`config.mk`:
```
export PLATFORM = sky130hd
export DESIGN_NAME = tbz_top
export DESIGN_NICKNAME = d
export VERILOG_FILES = /design/src/design/tbz_pkg.sv /design/src/design/tbz_tap_if.sv /design/src/design/tbz_top.sv /design/src/design/tbz_div_chain.sv
export SDC_FILE = /design/constraint.sdc
export NUM_CORES = 1
export LEC_CHECK = 0
export BUFFER_PORTS_ARGS = -buffer_cell sky130_fd_sc_hd__clkbuf_2
export CAP_MARGIN = 20
export CORE_MARGIN = 2
export CORE_UTILIZATION = 50
export CTS_BUF_LIST = sky130_fd_sc_hd__clkbuf_8
export DETAILED_ROUTE_END_ITERATION = 16
export PLACE_DENSITY = 0.86
export SYNTH_ARGS = -nofsm -noshare
export SYNTH_HDL_FRONTEND = slang
export SYNTH_SLANG_ARGS = --single-unit
```
`constraint.sdc`:
```
create_clock -name clk -period 2.4 [get_ports clk]
set_input_delay 0.48 -clock clk [delete_from_list [all_inputs] [get_ports clk]]
set_output_delay 0.48 -clock clk [all_outputs]
set_load 0.005 [all_outputs]
```
`src/design/tbz_pkg.sv`:
```
// Package: register map, field layout and tap tables of the time base block
package tbz_pkg;

    // ************************************************************
    // Register map (byte addresses, one aligned word each)
    // ************************************************************
    localparam logic [7:0] TBZ_OFS_CTRL    = 8'h00;
    localparam logic [7:0] TBZ_OFS_STATUS  = 8'h04;
    localparam logic [7:0] TBZ_OFS_CLEAR   = 8'h08;
    localparam logic [7:0] TBZ_OFS_IRQ_EN  = 8'h0C;
    localparam logic [7:0] TBZ_OFS_MODE    = 8'h10;

    // ************************************************************
    // Control register fields and reset values
    // ************************************************************
    localparam int         TBZ_RATE_LSB    = 0;
    localparam int         TBZ_RATE_W      = 3;
    localparam int         TBZ_TICK_EN_BIT = 3;
    localparam int         TBZ_FREQ_LSB    = 5;
    localparam int         TBZ_FREQ_W      = 2;
    localparam int         TBZ_BUZ_EN_BIT  = 7;
    localparam logic [7:0] TBZ_CTRL_RST    = 8'h00;
    // Mode register: bit 0 slow tap select, bit 1 slow clock running
    localparam int         TBZ_SLOWTAP_BIT = 0;
    localparam int         TBZ_SLOWSYS_BIT = 1;
    localparam logic [1:0] TBZ_MODE_RST    = 2'h0;
    // Status bits: 0 tick event, 1 slow-mode illegal rate written
    localparam int         TBZ_NEV         = 2;
    localparam logic [1:0] TBZ_EV_RST      = 2'h0;

    // ************************************************************
    // Divider chain
    // ************************************************************
    localparam int         TBZ_FC_W        = 24;
    localparam int         TBZ_FS_W        = 16;

    // Tick tap bit index (tap of 2^n toggles at bit n-1)
    function automatic int tbz_rate_tap(input logic [2:0] code,
                                        input logic       slow);
        int fc_t [8];
        int fs_t [8];
        fc_t = '{22, 20, 15, 13, 12, 11, 10, 8};
        fs_t = '{14, 12, 7, 5, 4, 3, 2, 0};
        return slow ? fs_t[code] : fc_t[code];
    endfunction

    // Buzzer tap bit index
    function automatic int tbz_freq_tap(input logic [1:0] code,
                                        input logic       slow);
        int fc_t [4];
        int fs_t [4];
        fc_t = '{12, 11, 10, 9};
        fs_t = '{4, 3, 2, 1};
        return slow ? fs_t[code] : fc_t[code];
    endfunction

endpackage

```
`src/design/tbz_tap_if.sv`:
```
// Interface: divider tap selection and tap levels between chain and top
interface tbz_tap_if;
    logic       slow;
    logic [2:0] rate;
    logic [1:0] freq;
    logic       tick_tap;
    logic       buz_tap;

    modport chain (
        input  slow,
        input  rate,
        input  freq,
        output tick_tap,
        output buz_tap
    );
    modport ctrl (
        output slow,
        output rate,
        output freq,
        input  tick_tap,
        input  buz_tap
    );
endinterface

```
`src/design/tbz_top.sv`:
```
// Top: time base tick interrupt and buzzer divider with AXI4-Lite slave
//
// What this block does
// - Rate code picks fc or fs tap
// - Tick on each falling edge from one cycle after enabling
// - Enabling never resets the divider chain
// - Tick enable bit 3, rate bits 2:0
// - Buzzer enable sits at bit 7
// - Buzzer pin gives square wave from tap
// - Freq code picks fc or fs tap
//
// Local design decisions: the register offsets and the AXI4-Lite slave port.
module tbz_top
    import tbz_pkg::*;
(
    input  wire logic        clk,
    input  wire logic        sys_rst,
    input  wire logic        fs_clk_pin,
    input  wire logic [7:0]  s_axi_awaddr,
    input  wire logic        s_axi_awvalid,
    output logic             s_axi_awready,
    input  wire logic [31:0] s_axi_wdata,
    input  wire logic [3:0]  s_axi_wstrb,
    input  wire logic        s_axi_wvalid,
    output logic             s_axi_wready,
    output logic [1:0]       s_axi_bresp,
    output logic             s_axi_bvalid,
    input  wire logic        s_axi_bready,
    input  wire logic [7:0]  s_axi_araddr,
    input  wire logic        s_axi_arvalid,
    output logic             s_axi_arready,
    output logic [31:0]      s_axi_rdata,
    output logic [1:0]       s_axi_rresp,
    output logic             s_axi_rvalid,
    input  wire logic        s_axi_rready,
    output logic             tick_interrupt,
    output logic             irq,
    output logic             buzzer_out_pin
);

    // ************************************************************
    // State
    // ************************************************************
    typedef struct packed {
        logic [2:0]         fs_sync;
        logic [7:0]         ctrl;
        logic [1:0]         mode;
        logic [TBZ_NEV-1:0] status;
        logic [TBZ_NEV-1:0] irq_en;
        logic               tap_prev;
        logic               armed;
        logic               aw_got;
        logic [7:0]         aw_addr;
        logic               w_got;
        logic [31:0]        w_data;
        logic [3:0]         w_strb;
        logic               bvalid;
        logic [1:0]         bresp;
        logic               rvalid;
        logic [31:0]        rdata;
        logic [1:0]         rresp;
        logic               tick_pulse;
        logic               irq;
        logic               buz;
    } tbz_state_t;

    tbz_state_t s_q;
    tbz_state_t s_d;

    tbz_tap_if taps ();

    logic fs_tick;
    logic slow_src;

    // Rising edge of synchronised low clock pin is the fs count enable
    assign fs_tick  = s_q.fs_sync[1] & ~s_q.fs_sync[2];
    assign slow_src = s_q.mode[TBZ_SLOWTAP_BIT] | s_q.mode[TBZ_SLOWSYS_BIT];

    // Tap selection from control fields
    assign taps.slow = slow_src;
    assign taps.rate = s_q.ctrl[TBZ_RATE_LSB +: TBZ_RATE_W];
    assign taps.freq = s_q.ctrl[TBZ_FREQ_LSB +: TBZ_FREQ_W];

    tbz_div_chain u_chain (
        .clk     (clk),
        .sys_rst (sys_rst),
        .fs_tick (fs_tick),
        .taps    (taps)
    );

    // Register decode, shared by read and write paths
    function automatic logic tbz_mapped(input logic [7:0] a);
        return (a == TBZ_OFS_CTRL) || (a == TBZ_OFS_STATUS) ||
               (a == TBZ_OFS_CLEAR) || (a == TBZ_OFS_IRQ_EN) ||
               (a == TBZ_OFS_MODE);
    endfunction

    // ************************************************************
    // Next state
    // ************************************************************
    always_comb begin
        logic       wr_go;
        logic       ev_tick;
        logic       ev_bad;
        logic [7:0] wb;
        logic [TBZ_NEV-1:0] clr;
        wr_go   = 1'b0;
        ev_tick = 1'b0;
        ev_bad  = 1'b0;
        wb      = 8'h00;
        clr     = '0;
        s_d     = s_q;

        // Two flops before anything looks at the pin
        s_d.fs_sync = {s_q.fs_sync[1:0], fs_clk_pin};

        // Tick on falling tap edge; armed one cycle after the enable bit is set
        s_d.tap_prev = taps.tick_tap;
        if (!s_q.ctrl[TBZ_TICK_EN_BIT]) begin
            s_d.armed = 1'b0;
        end else begin
            s_d.armed = 1'b1;
        end
        // Chain keeps running, so first tick can come early
        ev_tick = s_q.ctrl[TBZ_TICK_EN_BIT] && s_q.armed &&
                  s_q.tap_prev && !taps.tick_tap;
        s_d.tick_pulse = ev_tick;

        // Buzzer pin follows its tap, rests low when disabled
        s_d.buz = s_q.ctrl[TBZ_BUZ_EN_BIT] & taps.buz_tap;

        // Write address and data captured in either order
        if (s_axi_awvalid && !s_q.aw_got) begin
            s_d.aw_got  = 1'b1;
            s_d.aw_addr = s_axi_awaddr;
        end
        if (s_axi_wvalid && !s_q.w_got) begin
            s_d.w_got  = 1'b1;
            s_d.w_data = s_axi_wdata;
            s_d.w_strb = s_axi_wstrb;
        end
        wr_go = s_q.aw_got && s_q.w_got && !s_q.bvalid;
        wb    = s_q.w_strb[0] ? s_q.w_data[7:0] : 8'h00;
        if (wr_go) begin
            s_d.aw_got = 1'b0;
            s_d.w_got  = 1'b0;
            s_d.bvalid = 1'b1;
            s_d.bresp  = tbz_mapped(s_q.aw_addr) ? 2'h0 : 2'h2;
            if (s_q.w_strb[0]) begin
                case (s_q.aw_addr)
                    TBZ_OFS_CTRL: begin
                        // Full byte taken; field stability is software's job
                        s_d.ctrl = wb;
                        // Slow clock only supports the two lowest rates
                        ev_bad = s_q.mode[TBZ_SLOWSYS_BIT] &&
                                 (wb[TBZ_RATE_LSB +: TBZ_RATE_W] > 3'h1);
                    end
                    TBZ_OFS_CLEAR: clr = wb[TBZ_NEV-1:0];
                    TBZ_OFS_IRQ_EN: s_d.irq_en = wb[TBZ_NEV-1:0];
                    TBZ_OFS_MODE: s_d.mode = wb[1:0];
                    default: ;
                endcase
            end
        end
        if (s_q.bvalid && s_axi_bready) begin
            s_d.bvalid = 1'b0;
        end

        // Sticky status: a set in the clearing cycle wins
        s_d.status = (s_q.status & ~clr) | {ev_bad, ev_tick};
        s_d.irq    = |(s_d.status & s_q.irq_en);

        // Read path, one read at a time
        if (s_axi_arvalid && !s_q.rvalid) begin
            s_d.rvalid = 1'b1;
            s_d.rresp  = tbz_mapped(s_axi_araddr) ? 2'h0 : 2'h2;
            case (s_axi_araddr)
                TBZ_OFS_CTRL:   s_d.rdata = {24'h0, s_q.ctrl};
                TBZ_OFS_STATUS: s_d.rdata = {30'h0, s_q.status};
                TBZ_OFS_IRQ_EN: s_d.rdata = {30'h0, s_q.irq_en};
                TBZ_OFS_MODE:   s_d.rdata = {30'h0, s_q.mode};
                default:        s_d.rdata = 32'h0;
            endcase
        end else if (s_q.rvalid && s_axi_rready) begin
            s_d.rvalid = 1'b0;
        end
    end

    // ************************************************************
    // Registers
    // ************************************************************
    always_ff @(posedge clk) begin
        if (sys_rst) begin
            s_q        <= '0;
            s_q.ctrl   <= TBZ_CTRL_RST;
            s_q.mode   <= TBZ_MODE_RST;
            s_q.status <= TBZ_EV_RST;
        end else begin
            s_q <= s_d;
        end
    end

    // Outputs straight from flops
    assign s_axi_awready  = ~s_q.aw_got;
    assign s_axi_wready   = ~s_q.w_got;
    assign s_axi_bvalid   = s_q.bvalid;
    assign s_axi_bresp    = s_q.bresp;
    assign s_axi_arready  = ~s_q.rvalid;
    assign s_axi_rvalid   = s_q.rvalid;
    assign s_axi_rdata    = s_q.rdata;
    assign s_axi_rresp    = s_q.rresp;
    assign tick_interrupt = s_q.tick_pulse;
    assign irq            = s_q.irq;
    assign buzzer_out_pin = s_q.buz;

endmodule

```
`src/design/tbz_div_chain.sv`:
```
// Free-running fc and fs divider chain with tap multiplexers
module tbz_div_chain
    import tbz_pkg::*;
(
    input  wire logic   clk,
    input  wire logic   sys_rst,
    input  wire logic   fs_tick,
    tbz_tap_if.chain    taps
);

    typedef struct packed {
        logic [TBZ_FC_W-1:0] fc_cnt;
        logic [TBZ_FS_W-1:0] fs_cnt;
    } tbz_chain_t;

    tbz_chain_t s_q;
    tbz_chain_t s_d;

    // Chain never cleared by software, only by system reset
    always_comb begin
        s_d = s_q;
        s_d.fc_cnt = s_q.fc_cnt + 1'b1;
        if (fs_tick) begin
            s_d.fs_cnt = s_q.fs_cnt + 1'b1;
        end
    end

    always_ff @(posedge clk) begin
        if (sys_rst) begin
            s_q <= '0;
        end else begin
            s_q <= s_d;
        end
    end

    // Tap select by rate or freq code and source
    always_comb begin
        if (taps.slow) begin
            taps.tick_tap = s_q.fs_cnt[tbz_rate_tap(taps.rate, 1'b1)];
            taps.buz_tap  = s_q.fs_cnt[tbz_freq_tap(taps.freq, 1'b1)];
        end else begin
            taps.tick_tap = s_q.fc_cnt[tbz_rate_tap(taps.rate, 1'b0)];
            taps.buz_tap  = s_q.fc_cnt[tbz_freq_tap(taps.freq, 1'b0)];
        end
    end

endmodule

```
==> metrics.yaml, run 1 <==
outcome:
  outcome: "completed"
global_route:
  overflow: 0
  grt_pass1_wl_um: 15010
  grt_util_met1_pct: 23.46
  grt_util_met3_pct: 3.396
  grt_use_total_pct: 19.10
  busiest_layer: "met2"
  grt_max_degree: 56
  first_global_vias: 3356
  grt_use_met2_pct: 32.10
  antenna_found_initial: 0
worst_setup_path:
  r2r-start: "s_q[95]$_SDFFE_PP0P_"
  cp-start-kind: "register"
  crit_arrival_ps: 2560
  startpoint: "s_q[95]$_SDFFE_PP0P_"
  r2r_slack_ps: 150
  crit_chain: "ha_1, buf_4, mux4_2, o22ai_1, a32oi_1, a21oi_1, buf_4, a31o_2"
  slowest_stage: "mux4_2"
  cp_max_fo: 6
  crit_top_cell: "buf_4"
  crit_required_ps: 2720
  crit_path_end_kind: "register"
  slowest_delay_ps: 490
  crit_type: "reg2reg"
pwr:
  p_total_mw: 2.783
  power.leakage_nw: 1.836
  power_density_nw_per_um2: 587.0
  ir_worst_vdd_uv: 333.2
logic_synthesis:
  synth-adder-area-share_pct: 1.741
  synth_top_family_by_area: "simple AND/OR/NAND/NOR gates"
  synthDistinctLibCells: 48
  syn_area_um2: 4313
  synthFlopType: "dfxtp_1"
  synth.avg_cell_area_um2: 8.820
  synth_edf_count: 0
  synth-compound-area-share_pct: 9.399
  synth_mux_area_share_pct: 9.545
  synthesis.yosys.warnings: 0
  syn_inst: 489
  yosys.area_share.simple_pct: 22.37
  synth_xor_area_share_pct: 5.686
  synth_seq_cells: 91
  seq_area_frac_synth_pct: 42.24
  async_reset_ff_share_pct: 0
detailed_routing:
  wl_per_cell_um: 13.67
  drt-pass1-iter-count: 4
  drt_first_iter_violations: 172
  ant_nets: 0
  wl_um: 8790
  vias: 3494
  vias_per_cell: 5.434
  drc: 0
floorplanning:
  ios: 104
  die-area_um2: 9385
  core-area_um2: 8299
  fp-row-count: 33
  start_util_pct: 51.97
  die_width_um: 96.88
  fp.dieH_um: 96.88
placed_design:
  dpl_cell_area_um2: 4538
  routabilityCongestion: 0.8571
  io_buffer_count: 50
  dp_hpwl_um: 6499
sta:
  hold_ws_ps: 295.6
  hold_violations: 0
  drv_slew: 0
  relSlewSlack_pct: 54.38
  fmax_ghz: 0.4451
  setup_viol: 0
  fin_crit_ps: 2247
  worst_pin_slew_ps: 682.9
  fin_setup_tns_ps: 0
  fin_skew_ps: 14.32
  fin_crit_sh_pct: 93.62
  rsz0062_at_grt: "no"
cts:
  numCtsBuffers: 9
  clock_path_buffers: 2
  hold_buffers: 0
  clockRootBuffer: "clkbuf_8"
  htree_levels: 3
  clkTransAtPathRegs_ps: 100
  tritoncts: "done"
  clkSinkCount: 91
  clock_latency_ps: 360
worst_hold_path:
  hold_class: "in2reg"
  min-delay-start: "s_axi_rready"
job:
  max_cap_violations: 0
final_layout:
  design_area_um2: 4741
  area_delta_synth_final_pct: 9.922
  n_antenna_cell: 0
  final_nets: 599
  drive_gt1_share_pct: 18.03
  fin_util_pct: 57.12
-- where the power goes --
part	switching (mW)	internal, mW
Combinational	0.100	0.0735
Clock	0.552	0.487
Sequential	0.0295	1.54
-- registers in the layout, summed over array words and instances, names as in the netlist --
register / flops
s_axi_rresp: 1
s_axi_rdata: 8
s_q: 36
irq: 1
u_chain.s_q: 38
s_axi_bresp: 1
s_d: 2
s_axi_bvalid: 1
s_axi_rvalid: 1
buzzer_out_pin: 1
tick_interrupt: 1
-- stage by stage --
step | worst slack, ps | instances
2_1_floorplan | 166.4 | 514
3_3_place_gp | 264.6 | 627
3_5_place_dp | 247.5 | 627
4_1_cts | 212.8 | 643
5_1_grt | 36.41 | 643
6_report | 153.2 | 643
-- timing repair --
action,4_1_cts,5_1_grt
setup buffers,0,0
resized for setup,0,1
hold endpoints to repair,0,0
endpoints found under the setup margin,0,1
-- per-layer routing --
metal / vias up / share of wire, %
li1: 1695 / -
met1: 1641 / 43
met2: 137 / 49
met3: 21 / 5.5
met4: 0 / 2.3
met5: - / 0
-- kinds of logic (layout without fill, tap and decap cells) --
logic type,count (synthesis),count (layout)
compound gates,68,68
xor+xnor,28,28
fa+ha+maj,6,6
buf+inv,66,90
flops,91,91
mux,32,32
other cells,1,26
simple gates,197,197
-- Yosys cell counts (7+ instances only) --
master	n	share of area, %
xnor2_1	9	1.8
mux4_2	7	3.7
dfxtp_1	91	42
o21ai_0	12	1.4
mux2i_1	22	5.1
or3_1	8	1.2
nor2b_1	10	1.5
nor2_1	64	5.6
a21oi_1	34	3.9
xor2_1	19	3.9
clkbuf_1	15	1.3
nand2_1	53	4.6
inv_1	12	1.0
nand4_1	8	1.2
nand3_1	21	2.4
buf_4	36	6.3
-- worst paths after layout --
kind | endpoint | depth (start not counted)
worst max-delay path | s_q[91]$_SDFF_PP0_ | 8
worst max register to register | s_q[91]$_SDFF_PP0_ | 8
worst min-delay path | s_axi_rvalid$_SDFFE_PP0P_ | 2
worst min register to register | s_d[105]$_SDFF_PP0_ | 1
-- area by class of cell --
cell class / count / area [um^2]
inverters: 12 / 45.04
well taps: 105 / 131.4
flip-flops and latches: 91 / 1822
repair buffers: 62 / 340.3
clock inverters: 7 / 75.07
fillers: 704 / 3558
clock buffers: 9 / 123.9
multi-input cells: 357 / 2203
-- critical path: cells and delay by family (launching register included) --
kind,cells,cell delay (ps)
muxes,1,490
adders and majority gates,1,250
DFF,1,470
buffers and inverters,2,310
AOI/OAI and AO/OA,4,670
-- placed cells by master (no fill, tap or decap), types with 6 or more instances in the layout --
cell type / synthesis / layout
dfxtp_1: 91 / 91
nor2_1: 64 / 64
nand2_1: 53 / 53
clkbuf_2: 0 / 50
a21oi_1: 34 / 34
conb_1: 1 / 26
mux2i_1: 22 / 21
nand3_1: 21 / 21
xor2_1: 19 / 19
inv_1: 12 / 13
o21ai_0: 12 / 12
buf_4: 36 / 12
nor2b_1: 10 / 10
xnor2_1: 9 / 9
clkbuf_8: 0 / 9
nand4_1: 8 / 8
or3_1: 8 / 8
mux4_2: 7 / 7
and3_1: 6 / 6
nor3_1: 6 / 6
a22oi_1: 6 / 6
ha_1: 6 / 6
No activity file was read; power rests on OpenSTA's default activity.
==> run 2: changes to the inputs <==
--- a/config.mk
+++ b/config.mk
@@ -5,6 +5,7 @@
 export SDC_FILE = /design/constraint.sdc
 export NUM_CORES = 1
 export LEC_CHECK = 0
+export ABC_AREA = 1
 export BUFFER_PORTS_ARGS = -buffer_cell sky130_fd_sc_hd__clkbuf_2
 export CAP_MARGIN = 20
 export CORE_MARGIN = 2
@@ -12,6 +13,7 @@
 export CTS_BUF_LIST = sky130_fd_sc_hd__clkbuf_8
 export DETAILED_ROUTE_END_ITERATION = 16
 export PLACE_DENSITY = 0.86
+export REMOVE_ABC_BUFFERS = 1
 export SYNTH_ARGS = -nofsm -noshare
 export SYNTH_HDL_FRONTEND = slang
 export SYNTH_SLANG_ARGS = --single-unit
==> run 2 against run 1 <==
Net effect: register-to-register slack improved by 330 ps; combinational power rose by 23%; clock skew fell by 4.9 ps; synthesized area rose by 3.9%; first-iteration DRC count rose by 44%; critical path type unchanged.
==> metrics.yaml, run 2 <==
detailed_routing:
  vias: 4055
  drc: 0
  ant_nets: 0
  wl_per_cell_um: 12.17
  drt_first_iter_violations: 248
  vias_per_cell: 5.266
  drt-pass1-iter-count: 5
  wl_um: 9370
worst_setup_path:
  crit_path_end_kind: "register"
  cp_max_fo: 6
  critPathBufInv: 1
  crit_chain: "inv_1, ha_1, o21ai_2, nand3_1, nand3_1, nand3_1, nand3_1, nand3_1, nand2_1, nand2_1, nand2_1"
  crit_top_cell: "nand3_1"
  r2r_slack_ps: 480
  crit_type: "reg2reg"
  startpoint: "s_q[95]$_SDFFE_PP0P_"
  crit_family: "simple AND/OR/NAND/NOR gates"
  slowest_stage: "dfxtp_1"
  crit_required_ps: 2710
  cp-start-kind: "register"
  r2r-start: "s_q[95]$_SDFFE_PP0P_"
  crit_arrival_ps: 2230
  slowest_delay_ps: 450
global_route:
  grt_max_degree: 27
  grt_util_met3_pct: 3.404
  grt_util_met1_pct: 25.38
  antenna_found_initial: 0
  grt_use_met2_pct: 35.37
  grt_pass1_wl_um: 16660
  overflow: 0
  grt_use_total_pct: 20.48
  first_global_vias: 3903
  busiest_layer: "met2"
placed_design:
  dp_hpwl_um: 6977
  dpl_cell_area_um2: 4659
  dp_cells: 754
  io_buffer_count: 50
  routabilityCongestion: 0.9308
cts:
  cts-resized-gates: 0
  tritoncts: "done"
  clock_latency_ps: 370
  post_cts_buffers: 0
  clkSinkCount: 91
  htree_levels: 3
  numCtsBuffers: 9
  hold_buffers: 0
  clock_path_buffers: 2
  clockRootBuffer: "clkbuf_8"
  clkTransAtPathRegs_ps: 80
pwr:
  p_total_mw: 2.861
  power_density_nw_per_um2: 588.2
  ir_worst_vdd_uv: 406.6
  power.leakage_nw: 1.947
logic_synthesis:
  synthFlopType: "dfxtp_1"
  yosysMostFrequentCell: "dfxtp_1"
  synth_seq_cells: 91
  synth.top_cells.by_count: "dfxtp_1 (91), nand2_1 (83), inv_1 (71)"
  netlist.area_leader.share_pct: 40.65
  synth_area_leaders: "dfxtp_1 (41%), a21oi_1 (7.5%), nand2_1 (7.0%)"
  synthDistinctLibCells: 36
  synth_area_leader_cell: "dfxtp_1"
  syn_inst: 618
  synth.avg_cell_area_um2: 7.252
  syn_area_um2: 4482
  async_reset_ff_share_pct: 0
  synth_edf_count: 0
  synthesis.yosys.warnings: 0
  seq_area_frac_synth_pct: 40.65
final_layout:
  final_cell_mix: "dfxtp_1 (91), nand2_1 (83), inv_1 (73)"
  largest_reg_flops: 38
  design_area_um2: 4865
  top_register: "u_chain.s_q"
  area_delta_synth_final_pct: 8.543
  fin_util_pct: 55.78
  n_antenna_cell: 0
  final_nets: 723
  final_cell_count_no_fill: 770
  drive_gt1_share_pct: 16.01
  fill_cells: 795
  final_common_cell: "dfxtp_1"
sta:
  fmax_ghz: 0.5208
  rsz0062_at_grt: "no"
  fin_setup_tns_ps: 0
  fin_skew_ps: 9.376
  setup_viol: 0
  drv_slew: 0
  worst_pin_slew_ps: 542.4
  fin_crit_ps: 1920
  relSlewSlack_pct: 63.64
  fin_crit_sh_pct: 80.01
  hold_violations: 0
floorplanning:
  core-area_um2: 8721
  die-area_um2: 9737
  fp.dieH_um: 98.68
  ios: 104
  fp-row-count: 34
  start_util_pct: 51.39
  die_width_um: 98.68
job:
  max_cap_violations: 0
outcome:
  outcome: "completed"
worst_hold_path:
  hold_class: "in2reg"
  min-delay-start: "s_axi_bready"
[run 2: cell count changes after synthesis, moves of 16 or more]
cell     delta
inv_1      +59
nand3_1    +18
xor2_1     -16
mux2i_1    -22
nand2_1    +30
o21ai_0    +45
a21oi_1    +33
[run 2: cell type report]
type,count,area (um^2),share of cell area [%]
tap,108,135.1,2.778
clock buffer,11,151.4,3.112
inverter,83,314.1,6.456
clock inverter,5,53.80,1.106
multi-input combinational,418,2108,43.34
timing repair buffer,54,280.3,5.761
sequential,91,1822,37.45
[run 2: cells by family (layout without fill, tap and decap cells)]
group / Yosys count / in the layout / share of synthesized area [%]
other: 1 / 26 / 0.08367
DFF: 91 / 91 / 40.65
buffers and inverters: 134 / 153 / 14.41
xor gates and xnor gates: 3 / 3 / 0.5864
AOI/OAI and AO/OA: 148 / 148 / 17.34
adders and majority gates: 6 / 6 / 1.675
and+or+nand+nor: 235 / 235 / 25.27
[run 2: report_power, final]
part	internal, mW	switching, mW	leakage, nW
registers	1.56	0.0270	0.741
clock network	0.533	0.532	0.108
logic	0.0767	0.137	1.10
total	2.16	0.696	1.95
[run 2: worst paths after layout]
path                          endpoint  depth (start not counted)
max                     irq$_SDFF_PP0_                         11
min          s_axi_bvalid$_SDFFE_PP0P_                          2
max reg2reg             irq$_SDFF_PP0_                         11
min reg2reg        s_d[105]$_SDFF_PP0_                          2
[run 2: layer usage]
| metal | up-vias | part of all wire, % |
|---|---|---|
| li1 | 2053 | - |
| met1 | 1839 | 44 |
| met2 | 147 | 48 |
| met3 | 16 | 5.5 |
| met4 | 0 | 1.9 |
| met5 | - | 0 |
[run 2: through the flow]
step / setup slack (ps) / hold slack (ps)
after floorplan: 655.1 / 388.3
after global placement: 512.4 / 406.0
after detailed placement: 510.1 / 405.0
after CTS: 482.7 / 280.4
after global routing: 242.9 / 297.5
final: 479.8 / 288.1
==> run 3: changes to the inputs <==
==> constraint.sdc (replaced) <==
create_clock -name clk -period 1.6 [get_ports clk]
set_input_delay 0.32 -clock clk [delete_from_list [all_inputs] [get_ports clk]]
set_output_delay 0.32 -clock clk [all_outputs]
set_load 0.005 [all_outputs]
==> run 3 against run 2 <==
Net effect: the run now ends with setup timing left; sequential share of layout area fell by 4.4 points; final cell count up 5.8%; via count up 15%; critical path depth did not move; fmax is 5.7% higher; sequential power is 50% higher; critical endpoint unchanged.
==> metrics.yaml, run 3 (synthesized netlist as in run 2, its figures left out) <==
outcome:
  violations: "setup timing"
  outcome: "complete, but fails checks"
floorplanning:
  core-area_um2: 8721
  die-area_um2: 9737
  die_width_um: 98.68
  fp.dieH_um: 98.68
  ios: 104
  start_util_pct: 51.39
  fp-row-count: 34
final_layout:
  final_common_cell: "dfxtp_1"
  fin_util_pct: 63.92
  n_antenna_cell: 0
  final_cell_mix: "dfxtp_1 (81), nand2_1 (70), inv_1 (67)"
  largest_reg_flops: 38
  final_nets: 768
  final_cell_count_no_fill: 815
  top_register: "u_chain.s_q"
  drive_gt1_share_pct: 30.69
  design_area_um2: 5574
  area_delta_synth_final_pct: 24.37
sta:
  hold_ws_ps: 107.1
  fin_crit_ps: 1816
  drv_slew: 0
  fin_crit_sh_pct: 113.5
  fmax_ghz: 0.5507
  setup_viol: 11
  fin_skew_ps: 12.51
  hold_violations: 0
  fin_ws_ps: -215.9
  rsz0062_at_grt: "yes"
detailed_routing:
  drc: 0
  drt_first_iter_violations: 430
  wl_um: 12960
  drt-pass1-iter-count: 9
  vias_per_cell: 5.709
  ant_nets: 0
  wl_per_cell_um: 15.90
  vias: 4653
worst_setup_path:
  crit_path_end_kind: "register"
  slowest_stage: "dfxtp_2"
  r2r_cells: 11
  crit_chain: "inv_4, ha_4, o21ai_4, nand3_2, nand3_2, nand3_2, nand3_4, nand3_4, nand2_2, nand2_1, nand2_1"
  cp_max_fo: 5
  startpoint: "s_q[96]$_SDFFE_PP0P_"
  critical_path_depth: 11
  timing.rr.end: "irq$_SDFF_PP0_"
  crit_arrival_ps: 2140
  slowest_delay_ps: 370
  r2r_slack_ps: -220
  critPathBufInv: 1
  crit_required_ps: 1930
  crit_top_cell: "nand3_2"
  r2r-start: "s_q[96]$_SDFFE_PP0P_"
  crit_type: "reg2reg"
  cp-start-kind: "register"
  crit_family: "simple AND/OR/NAND/NOR gates"
cts:
  clock_path_buffers: 2
  numCtsBuffers: 9
  htree_levels: 3
  tritoncts: "done"
  clkSinkCount: 91
  clockRootBuffer: "clkbuf_8"
  clkTransAtPathRegs_ps: 100
  hold_buffers: 0
  clock_latency_ps: 380
worst_hold_path:
  hold_end: "s_axi_bvalid$_SDFFE_PP0P_"
  whs_path_depth: 2
  hold_class: "in2reg"
  min-delay-start: "s_axi_bready"
pwr:
  ir_worst_vdd_uv: 699.1
  p_total_mw: 4.238
  power.leakage_nw: 2.314
  power_density_nw_per_um2: 760.3
placed_design:
  io_buffer_count: 50
  dp_cells: 779
  dpl_cell_area_um2: 4847
  dp_hpwl_um: 7335
  routabilityCongestion: 0.9490
global_route:
  overflow: 0
  busiest_layer: "met2"
  grt_use_met2_pct: 41.03
  grt_max_degree: 27
  grt_util_met3_pct: 5.319
  grt_use_total_pct: 22.35
  grt_pass1_wl_um: 18140
  first_global_vias: 4171
  grt_util_met1_pct: 25.44
  antenna_found_initial: 0
job:
  max_cap_violations: 0
run 3: changes by cell type in the layout (fill, tap and decap cells not counted), sizes merged:
| cell | previous run | this run |
|---|---|---|
| bufinv | 1 | 0 |
| clkinvlp | 1 | 0 |
| buf | 4 | 49 |
| clkinv | 2 | 3 |
| clkbuf | 61 | 59 |
| inv | 84 | 87 |
run 3: worst max-delay path by stage:
stage / slack [ps] / endpoint
after floorplan: -50 / irq$_SDFF_PP0_
final: -220 / irq$_SDFF_PP0_
after detailed placement: -190 / irq$_SDFF_PP0_
after global routing: -280 / irq$_SDFF_PP0_
after CTS: -80 / u_chain.s_q[34]$_SDFF_PP0_
after global placement: -110 / irq$_SDFF_PP0_
run 3: repair_timing:
action,CTS,global route
endpoints found under the setup margin,9,32
pin swaps,11,35
setup buffers,11,12
gates resized for setup,30,68
run 3: through the flow:
stage                     setup TNS (ps)  setup slack [ps]
after CTS                         -257.1            -75.55
after global placement            -290.4            -106.7
after detailed placement          -865.1            -194.6
after global routing               -2374            -278.2
after floorplan                   -46.18            -46.18
final                              -1244            -215.9
run 3: report_power, final:
group / internal (mW) / switching [mW] / total, mW
sequential: 2.33 / 0.0427 / 2.37
clock: 0.592 / 0.891 / 1.48
combinational: 0.138 / 0.241 / 0.380
run 3: layer usage:
| metal | vias to the layer above | wire length (um) |
|---|---|---|
| met4 | 0 | 757 |
| met1 | 2121 | 4636 |
| li1 | 2139 | - |
| met2 | 303 | 6563 |
| met5 | - | 0 |
| met3 | 90 | 997 |
run 3: layout make-up:
cell class                      count  area, um^2
Fill cell                         664        3147
Clock inverter                      7       56.30
Multi-Input combinational cell    418        2460
Tap cell                          108       135.1
Sequential cell                    91        1842
Inverter                           83       316.6
Timing Repair Buffer               99       640.6
Clock buffer                        9       123.9
run 3: worst reg2reg max path, delay by kind of cell (launching register included):
kind	cells	cell delay, ps
adders and majority gates	1	270
AOI/OAI and AO/OA	1	290
DFF	1	370
and+or+nand+nor	8	800
buffers and inverters	1	50
